**src/shared/pwp_pkg.sv**
```systemverilog
// package of constants for the pixel width packer
// ----------------------------------------------------------------------------
// ----------------------------------------------------------------------------
package pwp_pkg;
	localparam int PIX_W      = 24;
	localparam int CH_W       = 8;
	localparam int STREAM_W   = 32;
	localparam int FIFO_DEPTH = 8;
	localparam int CH0_LSB    = 0;
	localparam int CH1_LSB    = 8;
	localparam int CH2_LSB    = 16;
	localparam int CH3_LSB    = 24;
	localparam logic [1:0] BPP_8  = 2'h0;
	localparam logic [1:0] BPP_16 = 2'h1;
	localparam logic [1:0] BPP_24 = 2'h2;
	localparam logic [1:0] BPP_32 = 2'h3;
	localparam logic [1:0] BPP_RST = BPP_24;
	localparam logic       DIR_PACK   = 1'h0;
	localparam logic       DIR_UNPACK = 1'h1;
endpackage

```
**src/logic/pwp_fifo.sv**
```systemverilog
// parameterised valid/ready fifo
`timescale 1ns/1ns
module pwp_fifo #(
	parameter int WIDTH = 32,
	parameter int DEPTH = 8
) (
	// clock and reset
	input  wire logic             CLOCK,
	input  wire logic             RST_N,
	// write side
	input  wire logic             in_valid,
	output logic                  in_ready,
	input  wire logic [WIDTH-1:0] in_data,
	input  wire logic             in_sof,
	// read side
	output logic                  out_valid,
	input  wire logic             out_ready,
	output logic      [WIDTH-1:0] out_data,
	output logic                  out_sof
);
	localparam int AW = $clog2(DEPTH);
	logic [WIDTH:0] mem [DEPTH];
	logic [AW-1:0]  wr_ptr_r;
	logic [AW-1:0]  rd_ptr_r;
	logic [AW:0]    count_r;
	logic           push;
	logic           pop;

	assign in_ready  = (count_r != (AW+1)'(DEPTH));
	assign out_valid = (count_r != '0);
	assign push      = in_valid && in_ready;
	assign pop       = out_valid && out_ready;
	assign out_data  = mem[rd_ptr_r][WIDTH-1:0];
	assign out_sof   = mem[rd_ptr_r][WIDTH];

	// storage is plain registers, no reset needed on data
	always_ff @(posedge CLOCK) begin
		if (push) begin
			mem[wr_ptr_r] <= {in_sof, in_data};
		end
	end

	always_ff @(posedge CLOCK or negedge RST_N) begin
		if (!RST_N) begin
			wr_ptr_r <= '0;
			rd_ptr_r <= '0;
			count_r  <= '0;
		end else begin
			if (push) begin
				wr_ptr_r <= (wr_ptr_r == AW'(DEPTH-1)) ? '0 : wr_ptr_r + 1'b1;
			end
			if (pop) begin
				rd_ptr_r <= (rd_ptr_r == AW'(DEPTH-1)) ? '0 : rd_ptr_r + 1'b1;
			end
			if (push && !pop) begin
				count_r <= count_r + 1'b1;
			end else if (pop && !push) begin
				count_r <= count_r - 1'b1;
			end
		end
	end
endmodule // pwp_fifo

```
**src/logic/pwp_top.sv**
```systemverilog
// pixel width packer / unpacker top
`timescale 1ns/1ns
module pwp_top (
	// clock and reset
	input  wire logic        CLOCK,
	input  wire logic        RST_N,
	// control from and status to the processor
	input  wire logic        DIRECTION,
	input  wire logic [1:0]  BPP_SEL,
	input  wire logic        RESAMPLE,
	output logic      [1:0]  BPP_ACTIVE,
	output logic             RESAMPLE_ACTIVE,
	output logic             DIR_ACTIVE,
	// input stream
	input  wire logic        S_VALID,
	output logic             S_READY,
	input  wire logic [31:0] S_DATA,
	input  wire logic        S_SOF,
	// output stream
	output logic             M_VALID,
	input  wire logic        M_READY,
	output logic      [31:0] M_DATA,
	output logic             M_SOF
);
	localparam int CW = pwp_pkg::CH_W;
	localparam int SW = pwp_pkg::STREAM_W;

	// ------------------------------------------------------------------------
	// configuration capture
	// ------------------------------------------------------------------------
	logic [1:0] bpp_r;
	logic       rs_r;
	logic       dir_r;
	logic       take;

	assign take = S_VALID && S_READY;

	// settings are latched only with a frame's first pixel, so a mid-frame
	// write from software waits for the next frame
	always_ff @(posedge CLOCK or negedge RST_N) begin
		if (!RST_N) begin
			bpp_r <= pwp_pkg::BPP_RST;
			rs_r  <= 1'b0;
			dir_r <= pwp_pkg::DIR_PACK;
		end else if (take && S_SOF) begin
			bpp_r <= BPP_SEL;
			rs_r  <= RESAMPLE;
			dir_r <= DIRECTION;
		end
	end

	assign BPP_ACTIVE      = bpp_r;
	assign RESAMPLE_ACTIVE = rs_r;
	assign DIR_ACTIVE      = dir_r;

	// ------------------------------------------------------------------------
	// effective settings
	// ------------------------------------------------------------------------
	// a frame's first pixel already uses the settings it brings along
	logic [1:0] bpp_e;
	logic       rs_e;
	logic       dir_e;

	always_comb begin
		bpp_e = S_SOF ? BPP_SEL : bpp_r;
		rs_e  = S_SOF ? RESAMPLE : rs_r;
		dir_e = S_SOF ? DIRECTION : dir_r;
	end

	// ------------------------------------------------------------------------
	// pair phase
	// ------------------------------------------------------------------------
	// one bit changes per step along idle, odd, even, odd
	typedef enum logic [1:0] {
		PH_IDLE = 2'h0,
		PH_ODD  = 2'h1,
		PH_EVEN = 2'h3
	} pwp_phase_e;

	pwp_phase_e phase_r;
	pwp_phase_e phase_nxt;
	logic       odd_e;

	// restarted by each frame start so a lost pixel cannot skew the next frame
	always_comb begin
		phase_nxt = phase_r;
		case (phase_r)
			PH_IDLE: begin
				odd_e = 1'b0;
			end
			PH_ODD: begin
				odd_e = !S_SOF;
			end
			PH_EVEN: begin
				odd_e = 1'b0;
			end
			default: begin
				odd_e = 1'b0;
			end
		endcase
		if (take) begin
			if (odd_e) begin
				phase_nxt = PH_EVEN;
			end else begin
				phase_nxt = PH_ODD;
			end
		end
	end

	always_ff @(posedge CLOCK or negedge RST_N) begin
		if (!RST_N) begin
			phase_r <= PH_IDLE;
		end else begin
			phase_r <= phase_nxt;
		end
	end

	// ------------------------------------------------------------------------
	// channel split
	// ------------------------------------------------------------------------
	localparam int            NCH   = pwp_pkg::PIX_W / CW;
	localparam logic [CW-1:0] NO_CH = '0;
	logic [CW-1:0] ch [NCH];

	// byte 3 of a packer input is never read, so only 24 bits enter
	for (genvar g = 0; g < NCH; g++) begin : g_chan
		assign ch[g] = S_DATA[pwp_pkg::CH0_LSB + g*CW +: CW];
	end

	// ------------------------------------------------------------------------
	// pack path
	// ------------------------------------------------------------------------
	logic [SW-1:0] pack_w;

	always_comb begin
		pack_w = '0;
		case (bpp_e)
			pwp_pkg::BPP_8: begin
				pack_w = {NO_CH, NO_CH, NO_CH, ch[0]};
			end
			pwp_pkg::BPP_16: begin
				if (!rs_e) begin
					pack_w = {NO_CH, NO_CH, ch[1], ch[0]};
				end else if (odd_e) begin
					pack_w = {NO_CH, NO_CH, ch[2], ch[0]};
				end else begin
					pack_w = {NO_CH, NO_CH, ch[1], ch[0]};
				end
			end
			pwp_pkg::BPP_24: begin
				pack_w = {NO_CH, ch[2], ch[1], ch[0]};
			end
			pwp_pkg::BPP_32: begin
				// channel four is the zero top byte
				pack_w = {NO_CH, ch[2], ch[1], ch[0]};
			end
			default: begin
				pack_w = '0;
			end
		endcase
	end

	// ------------------------------------------------------------------------
	// unpack path
	// ------------------------------------------------------------------------
	logic [SW-1:0] unpack_w;

	always_comb begin
		unpack_w = '0;
		case (bpp_e)
			pwp_pkg::BPP_8: begin
				unpack_w = {NO_CH, NO_CH, NO_CH, ch[0]};
			end
			pwp_pkg::BPP_16: begin
				if (!rs_e) begin
					unpack_w = {NO_CH, NO_CH, ch[1], ch[0]};
				end else if (odd_e) begin
					unpack_w = {NO_CH, ch[1], NO_CH, ch[0]};
				end else begin
					unpack_w = {NO_CH, NO_CH, ch[1], ch[0]};
				end
			end
			pwp_pkg::BPP_24: begin
				unpack_w = {NO_CH, ch[2], ch[1], ch[0]};
			end
			pwp_pkg::BPP_32: begin
				// incoming fourth channel is dropped
				unpack_w = {NO_CH, ch[2], ch[1], ch[0]};
			end
			default: begin
				unpack_w = '0;
			end
		endcase
	end

	// ------------------------------------------------------------------------
	// direction select
	// ------------------------------------------------------------------------
	logic [SW-1:0] conv;

	// both directions put the narrow word in the low bits of the 32-bit stream, except that
	// an odd resampled 16 bpp unpack places ch[1] in byte 2; the top byte of a packed 8/16/24 word reads as zero
	assign conv = (dir_e == pwp_pkg::DIR_UNPACK) ? unpack_w : pack_w;

	// ------------------------------------------------------------------------
	// output buffer
	// ------------------------------------------------------------------------
	// the fifo holds its head word until taken, giving stable output
	pwp_fifo #(
		.WIDTH (SW),
		.DEPTH (pwp_pkg::FIFO_DEPTH)
	) u_fifo (
		.CLOCK     (CLOCK),
		.RST_N     (RST_N),
		.in_valid  (S_VALID),
		.in_ready  (S_READY),
		.in_data   (conv),
		.in_sof    (S_SOF),
		.out_valid (M_VALID),
		.out_ready (M_READY),
		.out_data  (M_DATA),
		.out_sof   (M_SOF)
	);
endmodule // pwp_top

```
**config.mk**
```make
export PLATFORM = sky130hd
export DESIGN_NAME = pwp_top
export DESIGN_NICKNAME = d
export VERILOG_FILES = /design/src/shared/pwp_pkg.sv /design/src/logic/pwp_fifo.sv /design/src/logic/pwp_top.sv
export SDC_FILE = /design/constraint.sdc
export NUM_CORES = 1
export LEC_CHECK = 0
export ABC_AREA = 1
export ABC_CLOCK_PERIOD_IN_PS = 2600
export BUFFER_PORTS_ARGS = -buffer_cell sky130_fd_sc_hd__buf_2
export CAP_MARGIN = 20
export CELL_PAD_IN_SITES_DETAIL_PLACEMENT = 2
export CELL_PAD_IN_SITES_GLOBAL_PLACEMENT = 2
export CORE_MARGIN = 3
export CORE_UTILIZATION = 39
export DETAILED_ROUTE_END_ITERATION = 10
export PLACE_DENSITY = 0.78
export SLEW_MARGIN = 20
export SYNTH_ARGS = -nofsm -noshare
export SYNTH_HDL_FRONTEND = slang
export SYNTH_SLANG_ARGS = --single-unit
export TNS_END_PERCENT = 1
```
**constraint.sdc**
```tcl
create_clock -name CLOCK -period 2.6 [get_ports CLOCK]
set_input_delay 0.26 -clock CLOCK [delete_from_list [all_inputs] [get_ports CLOCK]]
set_output_delay 0.26 -clock CLOCK [all_outputs]
set_load 0.01 [all_outputs]
```
== Yosys cells after proc, flatten, opt, wreduce, memory -nomap -nowiden ==
Memories as Yosys holds them, arrays and structs flattened.
Index checks and enable logic that the tools add are counted.
Word-level totals
  register bits after elaboration: 16
  memory bits (writable): 264
  bits of input ports: 41
  word-level logic and storage cells: 49
  memories kept: 1
Cells by class
  add/sub/neg operators: 4
  equal/unequal tests: 7
  mux-type cells: 18
  reductions and logical operators: 12
Memories
  u_fifo.mem: depth 8, width 33, read ports 1, clocked after memory_dff 0, write ports 1, line pwp_fifo.sv:22  | logic [WIDTH:0] mem [DEPTH];
Operators with widths (number)
  $pmux W32 S3: 2
  $mux W24: 2
  $mux W16: 2
  $mux W32: 1
  $mux W4: 2
  $add A3 B1 Y3 const B: 2
  $eq A3 B3 Y1 const B: 2
  $mux W3: 2
  $logic_and A1 B1 Y1: 5
  $mux W1: 5
  $add A4 B1 Y4 const B: 1
  $eq A2 B1 Y1 const B: 2
  $eq A2 B2 Y1 const B: 2
  $mux W2: 2
  $ne A4 B4 Y1 const B: 1
  $reduce_bool A4 Y1: 1
  $sub A4 B1 Y4 const B: 1
  $logic_not A1 Y1: 3
  $logic_not A2 Y1: 1
  $reduce_bool A2 Y1: 1
  $reduce_or A2 Y1: 1

== Depth between registers and ports, before layout ==
  word-level depth: 6
  mapped depth: 14

== Cells and area by module ==
A second synthesis with hierarchy kept.
Second synthesis, totals
  cells, all modules: 1351
  area total of the unflattened synthesis: 12724.7 um2
Modules (own cells, without submodules)
  pwp_fifo: times used 1, cells an instance 1228, area each 12022.8 um2, sequential area each 8177.8 um2
  pwp_top: times used 1, cells an instance 123, area each 701.9 um2, sequential area each 151.4 um2

== Worst setup path after synthesis ==
No wires, ideal clock.
  path type: register -> register
  start: reg u_fifo.count_r[0]
  end: mem u_fifo.mem[0][0] (netlist bit) (enable)
  arrival: 2.011 ns
  slack: 0.182 ns
  stages on the path, launching flop included: 6
  period minus slack after synthesis: 2.418 ns
  cell sequence: dfrtp_1 > nor2_1 > nand3_2 > nand2_2 > or2_1 > nor2_1
Between the ends
  cells in the longest elaborated chain, start to end: 4
RTL lines
  from (decl): line pwp_fifo.sv:25  | logic [AW:0] count_r;
  from (signal assigned): line pwp_fifo.sv:56  | count_r <= count_r + 1'b1;
  from (signal assigned): line pwp_fifo.sv:58  | count_r <= count_r - 1'b1;
  $ne A4 B4 Y1: line pwp_fifo.sv:29  | assign in_ready = (count_r != (AW+1)'(DEPTH));
  named net S_READY: line pwp_top.sv:16  | output logic S_READY,
  $logic_and A1 B1 Y1: line pwp_fifo.sv:31  | assign push = in_valid && in_ready;
  $mux W1: line pwp_fifo.sv:38  | if (push) begin
  $mux W1 (not written as such): line pwp_fifo.sv:39  | mem[wr_ptr_r] <= {in_sof, in_data};
  to (decl): line pwp_fifo.sv:22
The timed path passes the listed nets, and every way through them passes these cells.

== Final worst setup path ==
  start: reg u_fifo.rd_ptr_r[0]
  end: out M_DATA[23]
Between the ends
  cells in the longest elaborated chain, start to end: 1
RTL lines
  from (decl): line pwp_fifo.sv:24  | logic [AW-1:0] rd_ptr_r;
  from (signal assigned): line pwp_fifo.sv:53  | rd_ptr_r <= (rd_ptr_r == AW'(DEPTH-1)) ? '0 : rd_ptr_r + 1'b1;
  $mem_v2 Z8 W33
  to (decl): line pwp_top.sv:22  | output logic [31:0] M_DATA,
No other way between the ends.

==> flow_summary.yaml <==
clock_network:
  cts_tree: "yes"
  cts.sinks: 216
  clk_latency_ns: 0.52
  clock_path_buffers: 3
  cts_setup_buffers: 0
  cts_root_buffer: "clkbuf_16"
  htreeDepth: 1
  clk_pin_slew_ns: 0.06
  numCtsBuffers: 25
sta:
  post-route-period-util_pct: 92.31
  fin_setup_tns_ns: 0
  hold_viol: 0
  fmax_mhz: 416.7
  finalWorstSetupSlack_ns: 0.2000
  setup_viol: 0
  fin_skew_ns: 0.009679
  period_needed_ns: 2.400
  rsz0062_at_grt: "false"
  drv_slew: 0
  slew_headroom_pct: 63.15
  tightest_slew_ns: 0.5494
drt:
  dr.pass1.iters: 5
  vias: 6600
  wl_mm: 27.89
  viasPerCell: 5.242
  drtAntennaViolNets: 0
  wire_per_inst_um: 22.16
  drt_iter0_drc: 399
  drc_errors: 0
worst_setup_path:
  crit_family: "buffers and inverters"
  r2r-end: "u_fifo.count_r[3]"
  start_kind: "flip-flop"
  crit_end: "M_DATA[23]"
  crit_fanout: 27
  rr_worst_depth: 12
  end_kind: "output pin"
  slowest_stage: "dfrtp_2"
  max_stage_delay_ns: 0.49
  reg2reg_setup_slack_ns: 0.30
  startpoint: "u_fifo.rd_ptr_r[0]"
  worstSetupPathType: "flip-flop to output pin"
  crit_top_cell: "nand2_1"
  crit_required_ns: 2.34
  arrival_ns: 2.14
  r2r-start: "u_fifo.count_r[0]"
  worst-path-buf-inv: 3
  crit_cells: 7
  cp_cell_sequence: "inv_4 > buf_12 > o21ai_1 > nand2_1 > nand2_1 > nand2_1 > buf_2"
final_layout:
  regArea_um2: 6410
  fill_cells: 2394
  nets: 977
  antennaDiodeCount: 0
  multi_input_area_um2: 2547
  final_cell_mix: "206 x nor2_1, 200 x edfxtp_1, 190 x nand2_1, 93 x o21ai_1, 63 x buf_2"
  drive_above_1_share_pct: 16.81
  layout_commonest_cell: "nor2_1"
  final_util_pct: 47.22
  syn_to_final_growth_pct: 17.04
logic_synthesis:
  ys_ff_latch: 216
  synth_area_leaders: "edfxtp_1 65%, nor2_1 8.7%, nand2_1 7.7%, o21ai_1 5.0%, dfrtp_1 4.0%"
  ys_warn_count: 0
  synthDistinctLibCells: 30
  synth_area_um2: 9273
  synth.avg_cell_area_um2: 10.92
  synth_top_area_share_pct: 64.77
  syn-instance-count: 849
  synth_top_cell_by_area: "edfxtp_1"
  synth_seq_area_share_pct: 69.10
status:
  run_status: "finished, final reports clean"
power_and_ir_drop:
  combinationalPowerShare_pct: 38.6
  clockPowerShare_pct: 25.5
  p_int_uw: 8019
  power.share.sequential_pct: 35.9
  p_per_area_nw_per_um2: 1205
  p_leak_uw: 0.004206
  irDropWorstVdd_uv: 480.4
  p_sw_uw: 5059
  p_sw_share_pct: 38.68
die:
  initial_core_util_pct: 40.34
  io_pins: 80
  dieWidth_um: 160.2
  row_count: 55
  die_h_um: 160.2
  design.core.area_um2: 22980
  die_area_um2: 25660
global_route:
  grt_pass1_wl_mm: 42.48
  grt_pass1_vias: 7304
  grt_overflow_total: 0
  track_usage_pct: 21.41
  grt_max_degree: 103
  antenna_found_initial: 2
placed_design:
  preCtsSetupSlack_ns: 0.3285
  io_buffers: 63
  place_hpwl_mm: 16.67
  gp_congestion: 0.7599
worst_hold_path:
  min_path_type: "input port to flip-flop"
run:
  maxCapViolations: 0
cell usage after synthesis (all sizes together):
cell and number:
nand2 198, ha 7, clkinv 1, a21oi 3
dfrtp 15, o21ai 118, or2 4, clkbuf 7
fa 1, nand4 8, xnor2 2, nand3 5
dfstp 1, nor2 217, conb 1, buf 41
edfxtp 200, inv 20
cell type report:
cell class,count,area share [%]
Clock buffer,32,6.006
Clock inverter,13,1.061
Inverter,21,0.7494
Multi-Input combinational cell,571,23.47
Sequential cell,216,59.06
Tap cell,313,3.608
Timing Repair Buffer,93,6.041
per-stage QoR:
step | cells | hold slack (ns) | power (uW) | cell area, um2
2_1_floorplan | 856 | -0.03559 | 7807 | 9299
3_3_place_gp | 1207 | 0.2003 | 9421 | 9991
3_5_place_dp | 1207 | 0.2009 | 9740 | 9991
4_1_cts | 1258 | 0.009132 | 13190 | 10820
5_1_grt | 1259 | 0.03395 | 13970 | 10850
6_report | 1259 | 0.03315 | 13080 | 10850
routing by layer:
layer / global-route usage, % / vias up / wire, um
li1: - / 3005 / -
met1: 27.56 / 3386 / 12080
met2: 38.00 / 164 / 14020
met3: 2.931 / 41 / 1249
met4: 5.799 / 4 / 533
met5: 0 / - / 14
timing repair:
action / in CTS / in global routing
hold endpoints to repair: 28 / 0
endpoints found under the setup margin: 0 / 4
hold buffers: 6 / 0
gates resized for setup: 0 / 3
registers in the layout, summed over array words and instances, names as in the netlist:
register	count
u_fifo.wr_ptr_r	3
DIR_ACTIVE	1
u_fifo.mem	200
u_fifo.rd_ptr_r	3
BPP_ACTIVE	2
u_fifo.count_r	4
phase_r	2
RESAMPLE_ACTIVE	1
worst min-delay path by stage:
| stage | from | end | slack, ns | cells past startpoint |
|---|---|---|---|---|
| global route | S_DATA[5] | u_fifo.mem[7][5] | 0.03 | 1 |
| global placement | RST_N | u_fifo.count_r[2] | 0.20 | 1 |
| floorplan | RST_N | BPP_ACTIVE[0] | -0.04 | 0 |
| finish | S_DATA[7] | u_fifo.mem[1][7] | 0.03 | 1 |
| detailed placement | RST_N | u_fifo.count_r[2] | 0.20 | 1 |
| CTS | S_DATA[7] | u_fifo.mem[1][7] | 0.009 | 1 |
cells by family (layout without fill, tap and decap cells):
logic type	Yosys count	after routing	synth area share (%)
buf+inv	69	159	3.927
xor+xnor	2	2	0.1889
flops	216	216	69.10
compound gates	121	121	6.895
other cells	1	8	0.04044
fa+ha+maj	8	8	1.160
simple gates	432	432	18.69
power by group through the flow:
stage	Clock [uW]	Sequential [uW]	Combinational, uW
finish	3330	4690	5050
global route	3560	4740	5680
CTS	3410	4680	5100
detailed placement	0	4740	5000
global placement	0	4680	4740
floorplan	0	4670	3130
Power figures use the tool's default switching activity.
